`src/include/lo_cond_pkg.sv`:
```
// Overview of operation
// RULE1 - Analog output in logic mode drives its minimum level for logic 0
// RULE2 - Analog output in logic mode drives its maximum level for logic 1
// RULE3 - Output turns on only after the activation delay, 0 to 9999 ms, default 0
// RULE4 - Activation delay forced to zero for fault-free and all contactor assignments
// RULE5 - Output reverts only after the holding time, 0 to 9999 ms, default 0
// RULE6 - Holding time forced to zero for fault-free, brake, precharge, line contactor
// RULE7 - Positive polarity, the default, gives logic 1 while the event is true
// RULE8 - Negative polarity gives logic 0 while the event is true, 1 otherwise
// RULE9 - Polarity locked positive for fault-free, brake, precharge, line; negative refused
// RULE10 - Default assignment is output contactor control
// RULE11 - Contactor selections only set by application configuration, only reported here
// RULE12 - Counters advance on a 1 ms tick and restart if the event reverts
package lo_cond_pkg;

  // ****************************************
  // Register map
  // ****************************************
  localparam logic [7:0]  CTRL_OFF      = 8'h00;
  localparam logic [7:0]  DELAY_OFF     = 8'h04;
  localparam logic [7:0]  HOLD_OFF      = 8'h08;
  localparam logic [7:0]  STATUS_OFF    = 8'h0c;
  localparam logic [7:0]  APPFN_OFF     = 8'h10;

  localparam int          CTRL_POL_BIT  = 4;
  localparam int          CTRL_SEL_BIT  = 5;
  localparam int          ST_REFUSE_BIT = 3;

  // ****************************************
  // Assignments
  // ****************************************
  localparam logic [3:0]  ASG_NONE      = 4'h0;
  localparam logic [3:0]  ASG_FAULTFREE = 4'h1;
  localparam logic [3:0]  ASG_BRAKE     = 4'h2;
  localparam logic [3:0]  ASG_LINE      = 4'h3;
  localparam logic [3:0]  ASG_OUTPUT    = 4'h4;
  localparam logic [3:0]  ASG_PRECHG    = 4'h5;

  // ****************************************
  // Reset values and limits
  // ****************************************
  localparam logic [3:0]  ASSIGN_RST    = ASG_OUTPUT;
  localparam logic        POL_RST       = 1'b0;
  localparam logic        SEL_RST       = 1'b1;
  localparam logic [13:0] DELAY_RST     = 14'h0000;
  localparam logic [13:0] HOLD_RST      = 14'h0000;
  localparam logic [13:0] TIME_MAX_MS   = 14'h270f;
  localparam logic [15:0] AO_MIN        = 16'h0000;
  localparam logic [15:0] AO_MAX        = 16'hffff;

  // ****************************************
  // Timing
  // ****************************************
  localparam int          CLK_PERIOD_NS = 40;
  localparam int          TICK_NS       = 1000000;
  localparam int          TICK_CYCLES   = TICK_NS / CLK_PERIOD_NS;

  typedef enum logic [1:0] {
    TM_OFF  = 2'b00,
    TM_ARM  = 2'b01,
    TM_ON   = 2'b10,
    TM_HOLD = 2'b11
  } tm_state_e;

endpackage : lo_cond_pkg

```
`src/ms_tick_gen.sv`:
```
`timescale 1ns/1ps
`default_nettype none
module ms_tick_gen
  import lo_cond_pkg::*;
#(
  parameter int unsigned CYCLES = TICK_CYCLES
) (
  input  wire logic pclk,
  input  wire logic presetn,
  output logic      tick
);

  logic [15:0] cnt_q;
  logic [15:0] cnt_d;
  logic        tick_q;
  logic        tick_d;

  // ****************************************
  // Divider
  // ****************************************
  always_comb
  begin
    tick_d = 1'b0;
    cnt_d  = cnt_q + 16'h0001;
    if (cnt_q == 16'(CYCLES - 1))
    begin
      cnt_d  = 16'h0000;
      tick_d = 1'b1;
    end
  end

  always_ff @(posedge pclk or negedge presetn)
  begin
    if (!presetn)
    begin
      cnt_q  <= 16'h0000;
      tick_q <= 1'b0;
    end
    else
    begin
      cnt_q  <= cnt_d;
      tick_q <= tick_d;
    end
  end

  assign tick = tick_q;

endmodule : ms_tick_gen
`default_nettype wire

```
`src/edge_timer.sv`:
```
`timescale 1ns/1ps
`default_nettype none
module edge_timer
  import lo_cond_pkg::*;
(
  input  wire logic        pclk,
  input  wire logic        presetn,
  input  wire logic        tick,
  input  wire logic        event_in,
  input  wire logic [13:0] delay_ms,
  input  wire logic [13:0] hold_ms,
  output logic             active
);

  tm_state_e   st_q;
  tm_state_e   st_d;
  logic [13:0] cnt_q;
  logic [13:0] cnt_d;
  logic [13:0] cnt_inc;

  // ****************************************
  // Delay and hold sequencing
  // ****************************************
  always_comb
  begin
    st_d    = st_q;
    cnt_d   = cnt_q;
    cnt_inc = cnt_q + 14'h0001;
    case (st_q)
      TM_OFF:
      begin
        cnt_d = 14'h0000;
        if (event_in)
          st_d = (delay_ms == 14'h0000) ? TM_ON : TM_ARM; // RULE3
      end
      TM_ARM:
      begin
        if (!event_in)
        begin
          st_d  = TM_OFF; // RULE12
          cnt_d = 14'h0000;
        end
        else if (tick || (delay_ms == 14'h0000))
        begin
          if (cnt_inc >= delay_ms)
          begin
            st_d  = TM_ON; // RULE3
            cnt_d = 14'h0000;
          end
          else
            cnt_d = cnt_inc; // RULE12
        end
      end
      TM_ON:
      begin
        cnt_d = 14'h0000;
        if (!event_in)
          st_d = (hold_ms == 14'h0000) ? TM_OFF : TM_HOLD; // RULE5
      end
      TM_HOLD:
      begin
        if (event_in)
        begin
          st_d  = TM_ON; // RULE12
          cnt_d = 14'h0000;
        end
        else if (tick || (hold_ms == 14'h0000))
        begin
          if (cnt_inc >= hold_ms)
          begin
            st_d  = TM_OFF; // RULE5
            cnt_d = 14'h0000;
          end
          else
            cnt_d = cnt_inc;
        end
      end
      default:
      begin
        st_d  = TM_OFF;
        cnt_d = 14'h0000;
      end
    endcase
  end

  always_ff @(posedge pclk or negedge presetn)
  begin
    if (!presetn)
    begin
      st_q  <= TM_OFF;
      cnt_q <= 14'h0000;
    end
    else
    begin
      st_q  <= st_d;
      cnt_q <= cnt_d;
    end
  end

  assign active = (st_q == TM_ON) || (st_q == TM_HOLD);
endmodule : edge_timer
`default_nettype wire

```
`src/logic_output_conditioner.sv`:
```
`timescale 1ns/1ps
`default_nettype none
module logic_output_conditioner
  import lo_cond_pkg::*;
#(
  parameter int unsigned TICK_CYC = TICK_CYCLES
) (
  input  wire logic        pclk,
  input  wire logic        presetn,
  input  wire logic        psel,
  input  wire logic        penable,
  input  wire logic        pwrite,
  input  wire logic [7:0]  paddr,
  input  wire logic [31:0] pwdata,
  output logic [31:0]      prdata,
  output logic             pready,
  output logic             pslverr,
  input  wire logic [15:0] event_in,
  input  wire logic [15:0] analog_level_in,
  output logic             logic_out,
  output logic [15:0]      first_analog_output
);

  logic [3:0]  assign_q;
  logic [3:0]  assign_d;
  logic        output_polarity_q;
  logic        output_polarity_d;
  logic        analog_as_logic_select_q;
  logic        analog_as_logic_select_d;
  logic [13:0] activation_delay_q;
  logic [13:0] activation_delay_d;
  logic [13:0] holding_time_q;
  logic [13:0] holding_time_d;
  logic        refused_q;
  logic        refused_d;
  logic [31:0] prdata_q;
  logic [31:0] prdata_d;
  logic        pready_q;
  logic        pready_d;
  logic        pslverr_q;
  logic        pslverr_d;
  logic        logic_out_q;
  logic        logic_out_d;
  logic [15:0] ao_q;
  logic [15:0] ao_d;
  logic        tick;
  logic        ev_sel;
  logic        tm_active;
  logic        delay_forced;
  logic        hold_forced;
  logic        pol_locked;
  logic        active_low_polarity;
  logic [13:0] delay_eff;
  logic [13:0] hold_eff;
  logic        wr_en;
  logic        setup;
  logic        refuse_ev;
  logic [3:0]  new_asg;
  logic        new_locked;

  // ****************************************
  // Assignment decode
  // ****************************************
  function automatic logic is_contactor(input logic [3:0] a);
    is_contactor = (a == ASG_BRAKE) || (a == ASG_LINE) ||
                   (a == ASG_OUTPUT) || (a == ASG_PRECHG);
  endfunction : is_contactor

  function automatic logic is_locked(input logic [3:0] a);
    is_locked = (a == ASG_FAULTFREE) || (a == ASG_BRAKE) ||
                (a == ASG_LINE) || (a == ASG_PRECHG);
  endfunction : is_locked

  assign ev_sel       = (assign_q == ASG_NONE) ? 1'b0 : event_in[assign_q];
  assign delay_forced = is_contactor(assign_q) || (assign_q == ASG_FAULTFREE); // RULE4
  assign hold_forced  = is_locked(assign_q); // RULE6
  assign pol_locked   = is_locked(assign_q); // RULE9
  assign delay_eff    = delay_forced ? 14'h0000 : activation_delay_q; // RULE4
  assign hold_eff     = hold_forced ? 14'h0000 : holding_time_q; // RULE6
  assign active_low_polarity = output_polarity_q & ~pol_locked; // RULE9

  // ****************************************
  // Timing
  // ****************************************
  ms_tick_gen #(
    .CYCLES (TICK_CYC)
  ) u_tick (
    .pclk    (pclk),
    .presetn (presetn),
    .tick    (tick)
  );

  edge_timer u_timer (
    .pclk     (pclk),
    .presetn  (presetn),
    .tick     (tick),
    .event_in (ev_sel),
    .delay_ms (delay_eff),
    .hold_ms  (hold_eff),
    .active   (tm_active)
  );

  // ****************************************
  // APB slave and registers
  // ****************************************
  assign setup      = psel & ~penable;
  assign wr_en      = psel & penable & pwrite & pready_q;
  assign new_asg    = pwdata[3:0];
  assign new_locked = is_locked(is_contactor(new_asg) ? assign_q : new_asg);

  always_comb
  begin
    assign_d                 = assign_q;
    output_polarity_d        = output_polarity_q;
    analog_as_logic_select_d = analog_as_logic_select_q;
    activation_delay_d       = activation_delay_q;
    holding_time_d           = holding_time_q;
    refuse_ev                = 1'b0;
    refused_d                = refused_q;
    if (wr_en)
    begin
      case (paddr)
        CTRL_OFF:
        begin
          if (is_contactor(new_asg))
            refuse_ev = 1'b1; // RULE11
          else
            assign_d = new_asg;
          if (pwdata[CTRL_POL_BIT] && new_locked)
          begin
            output_polarity_d = 1'b0; // RULE9
            refuse_ev         = 1'b1;
          end
          else
            output_polarity_d = pwdata[CTRL_POL_BIT];
          analog_as_logic_select_d = pwdata[CTRL_SEL_BIT];
        end
        DELAY_OFF:
        begin
          if (pwdata[13:0] > TIME_MAX_MS || pwdata[31:14] != 18'h00000)
            refuse_ev = 1'b1;
          else
            activation_delay_d = pwdata[13:0]; // RULE3
        end
        HOLD_OFF:
        begin
          if (pwdata[13:0] > TIME_MAX_MS || pwdata[31:14] != 18'h00000)
            refuse_ev = 1'b1;
          else
            holding_time_d = pwdata[13:0]; // RULE5
        end
        STATUS_OFF:
          if (pwdata[ST_REFUSE_BIT])
            refused_d = 1'b0;
        APPFN_OFF:
          assign_d = new_asg; // RULE11
        default:
          refuse_ev = 1'b0;
      endcase
    end
    if (refuse_ev)
      refused_d = 1'b1;
  end

  always_comb
  begin
    pready_d  = setup;
    pslverr_d = 1'b0;
    prdata_d  = 32'h00000000;
    if (setup)
    begin
      case (paddr)
        CTRL_OFF:   prdata_d = {26'h0000000, analog_as_logic_select_q,
                                output_polarity_q, assign_q};
        DELAY_OFF:  prdata_d = {18'h00000, delay_eff};
        HOLD_OFF:   prdata_d = {18'h00000, hold_eff};
        STATUS_OFF: prdata_d = {25'h0000000, pol_locked, hold_forced, delay_forced,
                                refused_q, logic_out_q, tm_active, ev_sel};
        APPFN_OFF:  prdata_d = {28'h0000000, assign_q};
        default:    pslverr_d = 1'b1;
      endcase
    end
  end

  // ****************************************
  // Output conditioning
  // ****************************************
  always_comb
  begin
    logic_out_d = tm_active ^ active_low_polarity; // RULE7 RULE8
    if (analog_as_logic_select_q)
      ao_d = logic_out_d ? AO_MAX : AO_MIN; // RULE1 RULE2
    else
      ao_d = analog_level_in;
  end

  always_ff @(posedge pclk or negedge presetn)
  begin
    if (!presetn)
    begin
      assign_q                 <= ASSIGN_RST; // RULE10
      output_polarity_q        <= POL_RST;
      analog_as_logic_select_q <= SEL_RST;
      activation_delay_q       <= DELAY_RST;
      holding_time_q           <= HOLD_RST;
      refused_q                <= 1'b0;
      prdata_q                 <= 32'h00000000;
      pready_q                 <= 1'b0;
      pslverr_q                <= 1'b0;
      logic_out_q              <= 1'b0;
      ao_q                     <= AO_MIN;
    end
    else
    begin
      assign_q                 <= assign_d;
      output_polarity_q        <= output_polarity_d;
      analog_as_logic_select_q <= analog_as_logic_select_d;
      activation_delay_q       <= activation_delay_d;
      holding_time_q           <= holding_time_d;
      refused_q                <= refused_d;
      prdata_q                 <= prdata_d;
      pready_q                 <= pready_d;
      pslverr_q                <= pslverr_d;
      logic_out_q              <= logic_out_d;
      ao_q                     <= ao_d;
    end
  end

  assign prdata              = prdata_q;
  assign pready              = pready_q;
  assign pslverr             = pslverr_q;
  assign logic_out           = logic_out_q;
  assign first_analog_output = ao_q;
endmodule : logic_output_conditioner
`default_nettype wire

```
`config.mk`:
```
export PLATFORM = sky130hd
export DESIGN_NAME = logic_output_conditioner
export DESIGN_NICKNAME = d
export VERILOG_FILES = /design/src/include/lo_cond_pkg.sv /design/src/ms_tick_gen.sv /design/src/edge_timer.sv /design/src/logic_output_conditioner.sv
export SDC_FILE = /design/constraint.sdc
export NUM_CORES = 1
export LEC_CHECK = 0
export ABC_AREA = 1
export BUFFER_PORTS_ARGS = -buffer_cell sky130_fd_sc_hd__buf_2
export CAP_MARGIN = 15
export CORE_MARGIN = 5
export CORE_UTILIZATION = 46
export DETAILED_ROUTE_END_ITERATION = 8
export PLACE_DENSITY = 0.79
export SLEW_MARGIN = 20
export SYNTH_ARGS = -nofsm -noshare
export SYNTH_HDL_FRONTEND = slang
export SYNTH_SLANG_ARGS = --single-unit
```
`constraint.sdc`:
```
create_clock -name pclk -period 6.35 [get_ports pclk]
set_input_delay 0.9525 -clock pclk [delete_from_list [all_inputs] [get_ports pclk]]
set_output_delay 0.9525 -clock pclk [all_outputs]
set_load 0.02 [all_outputs]
```
**Word level (Yosys, flattened, before mapping)**

Index checks and enable logic that the tools add are counted.
W data, S select, Z words.

- Latch bits: 0
- Word-level logic and storage cells: 138
- Memories: 0
- Output and inout port bits: 51
- Bits of input ports: 77
- RAM bits: 0
- Memory bits (read-only): 0
- Register bits: 119

- Mux-type cells: 43
- Magnitude comparators: 4
- Shifts and indexed selects: 0
- Equal/unequal tests: 27
- Reductions and logical operators: 38
- $add $sub $neg: 2
- Bitwise operators: 9
- Div/mod/pow operators: 0
- Multipliers: 0

Operators with widths:

| cell | count |
|---|---|
| $mux W14 | 9 |
| $pmux W14 S5 | 1 |
| $mux W16 | 3 |
| $pmux W14 S3 | 1 |
| $ge A14 B14 Y1 | 2 |
| $logic_not A14 Y1 | 2 |
| $eq A4 B2 Y1 const B | 6 |
| $eq A4 B3 Y1 const B | 5 |
| $mux W2 | 10 |
| $reduce_bool A18 Y1 | 1 |
| $logic_or A1 B1 Y1 | 17 |
| $add A16 B1 Y16 const B | 1 |
| $eq A16 B15 Y1 const B | 1 |
| $eq A8 B4 Y1 const B | 2 |
| $add A14 B1 Y14 const B | 1 |
| $gt A14 B14 Y1 const B | 1 |
| $mux W1 | 14 |
| $reduce_and A3 Y1 | 3 |
| $eq A4 B1 Y1 const B | 2 |
| $eq A8 B3 Y1 const B | 1 |
| $eq A8 B5 Y1 const B | 1 |
| $logic_not A8 Y1 | 1 |
| $pmux W2 S4 | 1 |
| $pmux W4 S2 | 1 |
| other kinds (21) | 36 |

**Logic depth before layout (Yosys ltp)**

- Word-level depth: 15
- Depth in mapped cells: 23
- Gate-level depth less buffers: 23

**By module**

Synthesis repeated with hierarchy kept, for this count alone.

- Cells, all modules: 923
- Area, all modules: 6799.0 um^2

Modules (own cells, without submodules):

| module | area an instance (um^2) | times used | cells an instance | sequential area each (um^2) |
|---|---|---|---|---|
| logic_output_conditioner | 3897.5 | 1 | 509 | 1704.1 |
| edge_timer | 1908.1 | 1 | 281 | 400.4 |
| ms_tick_gen | 993.5 | 1 | 133 | 425.4 |

**Least setup slack after synthesis**

OpenSTA, ideal clock, no wires.

- Kind: register to register
- Start point: register u_timer.cnt_q[0]
- End point: register u_timer.cnt_q[10]
- Data required time: 6285 ps
- Period minus slack after synthesis: 2765 ps
- Path slack: 3585 ps
- Arrival: 2700 ps
- Cell stages (with the launch flop): 23
- Path buffers: 1
- Library setup time: 65 ps
- Cell sequence: dfrtp_1 -> ha_1 -> nand2_1 -> nor2_1 -> nand2_1 -> nor2_1 -> inv_1 -> nor2_1 -> nand2_1 -> xor2_1 -> ha_1 -> nand2_1 -> inv_1 -> nand2_1 -> nand2_1 -> a21oi_1 -> nand2_1 -> nor2_1 -> nand3_1 -> nand2_1 -> buf_2 -> nand3_1 -> nand2_1

- Word-level cells in the longest chain between the ends: 6
- Elaborated cells on any way between the ends: 10
- Classes of those cells: add/sub (1); order compare (2); mux (7)

RTL lines:

| what | line | source |
|---|---|---|
| start: declaration | edge_timer.sv:17 | `logic [13:0] cnt_q;` |
| start signal: assignment | edge_timer.sv:96 | `cnt_q <= cnt_d;` |
| $add A14 B1 Y14 * | edge_timer.sv:28 | `cnt_inc = cnt_q + 14'h0001;` |
| $ge A14 B14 Y1 (on tied branches) | edge_timer.sv:69, edge_timer.sv:45 |  |
| $mux W14 (on tied branches) | edge_timer.sv:69, edge_timer.sv:45 |  |
| $mux W14 (on tied branches) | edge_timer.sv:67, edge_timer.sv:43 |  |
| $mux W14 (on tied branches) | edge_timer.sv:62, edge_timer.sv:38 |  |
| $pmux W14 S3 * | edge_timer.sv:29 | `case (st_q)` |

Every way passes the cells marked *; elsewhere a longest branch is shown, timed or not. The select of a mux whose other input is x is not followed.
A chain may end at the register's enable or synchronous reset.

**Worst setup path in the final report**

- Start point: register assign_q[0]
- End point: register u_timer.st_q[0]

- Word-level cells in the longest chain between the ends: 10
- Elaborated cells on any way between the ends: 38
- Classes of those cells: order compare (2); eq/ne (11); mux (12); reduce/logical (13)

RTL lines:

| what | line | source |
|---|---|---|
| start: declaration | logic_output_conditioner.sv:24 | `logic [3:0] assign_q;` |
| start signal: assignment | logic_output_conditioner.sv:215 | `assign_q <= assign_d;` |
| parallel branches: the longest is 10 deep, another holds $ge A14 B14 Y1 | n/a |  |
| end signal: assignment | edge_timer.sv:95 | `st_q <= st_d;` |
| end: declaration | edge_timer.sv:15 | `tm_state_e st_q;` |

Parallel ways; which one is timed is not known. The select of a mux whose other input is x is not followed.

==> results summary <==
The run finished with clean final reports. The fraction of synthesis flops using an asynchronous set or reset pin came out at 1.00. After legalization and detailed placement, the total HPWL measured 10.8 mm. The CTS H-tree depth is 3. In the post-route analysis, the smallest setup slack over all paths is 2740 ps. The average vias per placed instance is between 5 and 6.

The aggregate global routing overflow is 0. For this run, the detailed router's first-pass iteration total came to 4. The pin count of the biggest net entering global routing is 77. The cell area after layout came out at a little under 0.007 mm². The number of antenna diodes in the final layout is 0. Counting flops and latches in the post-synthesis netlist gives about 100. The number of failing hold endpoints at the final stage is 0. The count of final max-slew check failures came to 0. The worst clock skew on the final layout came out at roughly 8.4 ps. Setup repair after global routing left no endpoint under its margin. The number of input and output port buffers inserted came out at around 110. The arrival time of the worst setup path came out at between 3000 and 4000 ps.

The sequential fraction of the synthesis area came out at 0.421. The detailed-route wire length is around 14 mm. The count of unresolved DRC violations after routing came out at 0. The horizontal extent of the die came out at roughly 120 µm.

The worst relative slew slack came out at 0.354. The clock-pin slew of the registers on the worst-case setup and hold paths is around 70 ps. The signal on the critical path passes through nor2_2 -> nand2_1 -> nand2_1 -> nand2_1 -> ha_1 -> nand2_1 -> nor2_1 -> nand2_1 -> nor3_1 -> nor2_1 -> nand3_1 -> nand2_1 -> nor2_1 -> nand2_1 -> nand2_1 -> nand2_1. The clock sink count is just over 100. In the final layout, the share of cells above drive strength 1 is 0.154. The first-pass GRT wire length came out at 23.7 mm.

The yosys synthesis warning count came out at 0. The number of synthesized flops with an enable pin came out at 0. The delay of the slowest cell on the worst path came out at approximately 700 ps. The number of global-route vias before repair is 5,184.

The initial DRC count came out at approximately 300. The CTS tree is built. The number of setup buffers added after CTS came out at 0. Summing every instance area after synthesis gives 0.00601 mm². The classification of the worst-slack hold path is flip-flop to flip-flop. The worst-path maximum fanout came out at 30. The startpoint kind of the worst setup timing path is a flip-flop. The number of placement rows came out at 41. The cell-internal power is around 980 µW. The total via count in the routed design is 5,436. The slowest stage of the critical path belongs to the cell nand2_1. Pin placement for this block handled 128 I/O pins.

The remaining number of nets flagged by the antenna check after routing came out at 0. Max-cap violations in this run came to 0. The core region is approximately 0.013 mm². The final clock period utilization by the worst path came out at 0.569. Of the total power, the share spent switching nets is 0.265. For this configuration, the core starts out at a cell density of 0.472. In the final routed layout, each cell accounts on average for 13.1 µm. The root buffer selected by CTS is clkbuf_16. The maximum vdd ir drop came out at 0.165 mV. The aggregate global-route resource usage is 0.183. The switching power total is approximately 350 µW.

The pin slew with the least headroom to its limit is ~970 ps. The maximum clock rate came out at ~0.28 GHz. The share of total power dissipated in combinational logic is 0.090. The die is 124 µm tall. The total of endpoints with negative setup slack in the final report came out at 0.

Of the total power, the clock network draws 0.409. The number of buffers inserted for hold repair after clock tree synthesis is 0. The power density over the cells came out at 194 mW/mm². The source-to-sink clock delay at the later pin of the worst-skew pair is 360 ps. Compared with the post-synthesis result, the final layout area differs by 14.5%. The initial antenna violation count is 0. Among the stages of the critical path, the cell type that occurs most often is nand2_1. The maximum count of clock buffers along a single path is 2. The total CTS buffers came out at 9. At the end of routability-driven placement, the weighted congestion stood at ~0.87.

The accumulated negative setup slack came out at 0 ps. The final critical path time including I/O delays and setup came out at ~3600 ps. The endpoint required time on the critical path came out at around 6600 ps. The worst-case setup slack after placement came out at 2740 ps. The number of instances in the synthesized netlist came out at 802. The number of unique standard cell types used by synthesis came out at 40. The setup path with the least slack is of type flip-flop to flip-flop. Dividing the synthesized area by the synthesized cell count gives ~7.5 µm². The share of total power dissipated in sequential elements is 0.501. The die area came out at about 0.015 mm².

Gates resized during post-CTS repair numbered 0. The net count of the finished layout is around 1,000. The static leakage is around 0.0037 µW.

The category of the worst setup path capture point is a flip-flop. For this run, the leading register cell type out of synthesis is dfrtp_1. The post-placement cell area came out at around 0.0066 mm².
==> final timing paths <==
kind | from | slack [ps] | cells after the start | end
worst max-delay path | assign_q[0] | 2740 | 16 | u_timer.st_q[0]
worst min-delay path | u_tick.cnt_q[0] | 470 | 1 | u_tick.cnt_q[0]
worst max register to register | assign_q[0] | 2740 | 16 | u_timer.st_q[0]
worst min register to register | u_tick.cnt_q[0] | 470 | 1 | u_tick.cnt_q[0]
max in group asynchronous | presetn | 4610 | 2 | activation_delay_q[9]
min in group asynchronous | presetn | 490 | 1 | u_timer.cnt_q[6]
==> cell families (layout without fill, tap and decap cells) <==
family	count (synthesis)	after routing	share of synthesized area
other cells	1	18	0.000624
compound gates	116	116	0.107
fa+ha+maj	30	30	0.0625
simple gates	382	382	0.269
flops	101	101	0.421
xor+xnor	17	17	0.0248
buf+inv	155	241	0.115
==> power by group through the flow <==
stage	registers [µW]	logic, µW	clock network [µW]
floorplan	685	68.6	0
global placement	682	119	0
detailed placement	682	122	0
CTS	670	122	555
global route	672	136	578
finish	670	120	546
==> critical path: cells and delay by family (launching register included) <==
| kind | cells | cell delay, ps |
|---|---|---|
| and+or+nand+nor | 15 | 2610 |
| adders and majority gates | 1 | 360 |
| DFF | 1 | 530 |
==> Yosys cell counts (all sizes together) (7+ instances only) <==
cell | count | area (µm²)
nand3 | 58 | 295
a31oi | 10 | 62.6
xor2 | 10 | 87.6
nand2 | 213 | 802
o21ai | 67 | 335
clkbuf | 13 | 48.8
nor2 | 73 | 298
dfrtp | 99 | 2480
xnor2 | 7 | 61.3
a21oi | 22 | 114
inv | 116 | 438
nand4 | 13 | 81.3
nor3 | 14 | 70.1
buf | 26 | 201
ha | 30 | 375
==> per-stage QoR <==
step                hold WS, ps  utilization  total power, µW  std cells
floorplan                   433            -              753        819
global placement            451        0.518              801       1061
detailed placement          469        0.518              804       1061
CTS                         475        0.541             1350       1077
global route                488        0.541             1390       1077
finish                      472        0.541             1340       1077
==> layer usage <==
metal | track usage | wire [µm] | up-vias
met5 | 0 | 0 | -
met4 | 0.0767 | 374 | 0
met3 | 0.0339 | 753 | 27
met2 | 0.310 | 6760 | 144
met1 | 0.229 | 6200 | 2514
li1 | - | - | 2751
==> state kept, by name, indices dropped and copies added, names as in the netlist <==
register / cells
pready: 1
u_tick.tick: 1
holding_time_q: 14
analog_as_logic_select_q: 1
first_analog_output: 16
refused_q: 1
output_polarity_q: 1
logic_out: 1
u_tick.cnt_q: 16
u_timer.cnt_q: 14
prdata: 14
pslverr: 1
activation_delay_q: 14
u_timer.st_q: 2
assign_q: 4
==> cell usage in the layout, fill, tap and decap left out, types with 2 or more instances in the layout <==
| cell | n |
|---|---|
| nor3_1 | 14 |
| a21oi_1 | 21 |
| nor2_1 | 69 |
| ha_1 | 30 |
| xnor2_1 | 7 |
| nand2_1 | 212 |
| clkinv_4 | 2 |
| nand3b_1 | 2 |
| buf_4 | 2 |
| dfstp_2 | 2 |
| o21ai_0 | 64 |
| o21ai_1 | 3 |
| inv_8 | 2 |
| nand4_1 | 13 |
| nand3_1 | 57 |
| o221ai_1 | 3 |
| inv_2 | 3 |
| o31ai_1 | 5 |
| buf_2 | 107 |
| o211ai_1 | 4 |
| inv_1 | 112 |
| nor2_2 | 3 |
| o22ai_1 | 2 |
| nor4_1 | 5 |
| dfrtp_1 | 99 |
| a31oi_1 | 10 |
| xor2_1 | 10 |
| clkbuf_16 | 9 |
| conb_1 | 18 |
==> final cells by class <==
type,instances,area [µm²]
clock buffer,10,239
clock inverter,6,53.8
fill,1256,5840
inverter,116,438
multi-input combinational,563,2860
sequential,101,2530
tap,172,215
timing repair buffer,109,551
(Power assumes the default switching activity.)
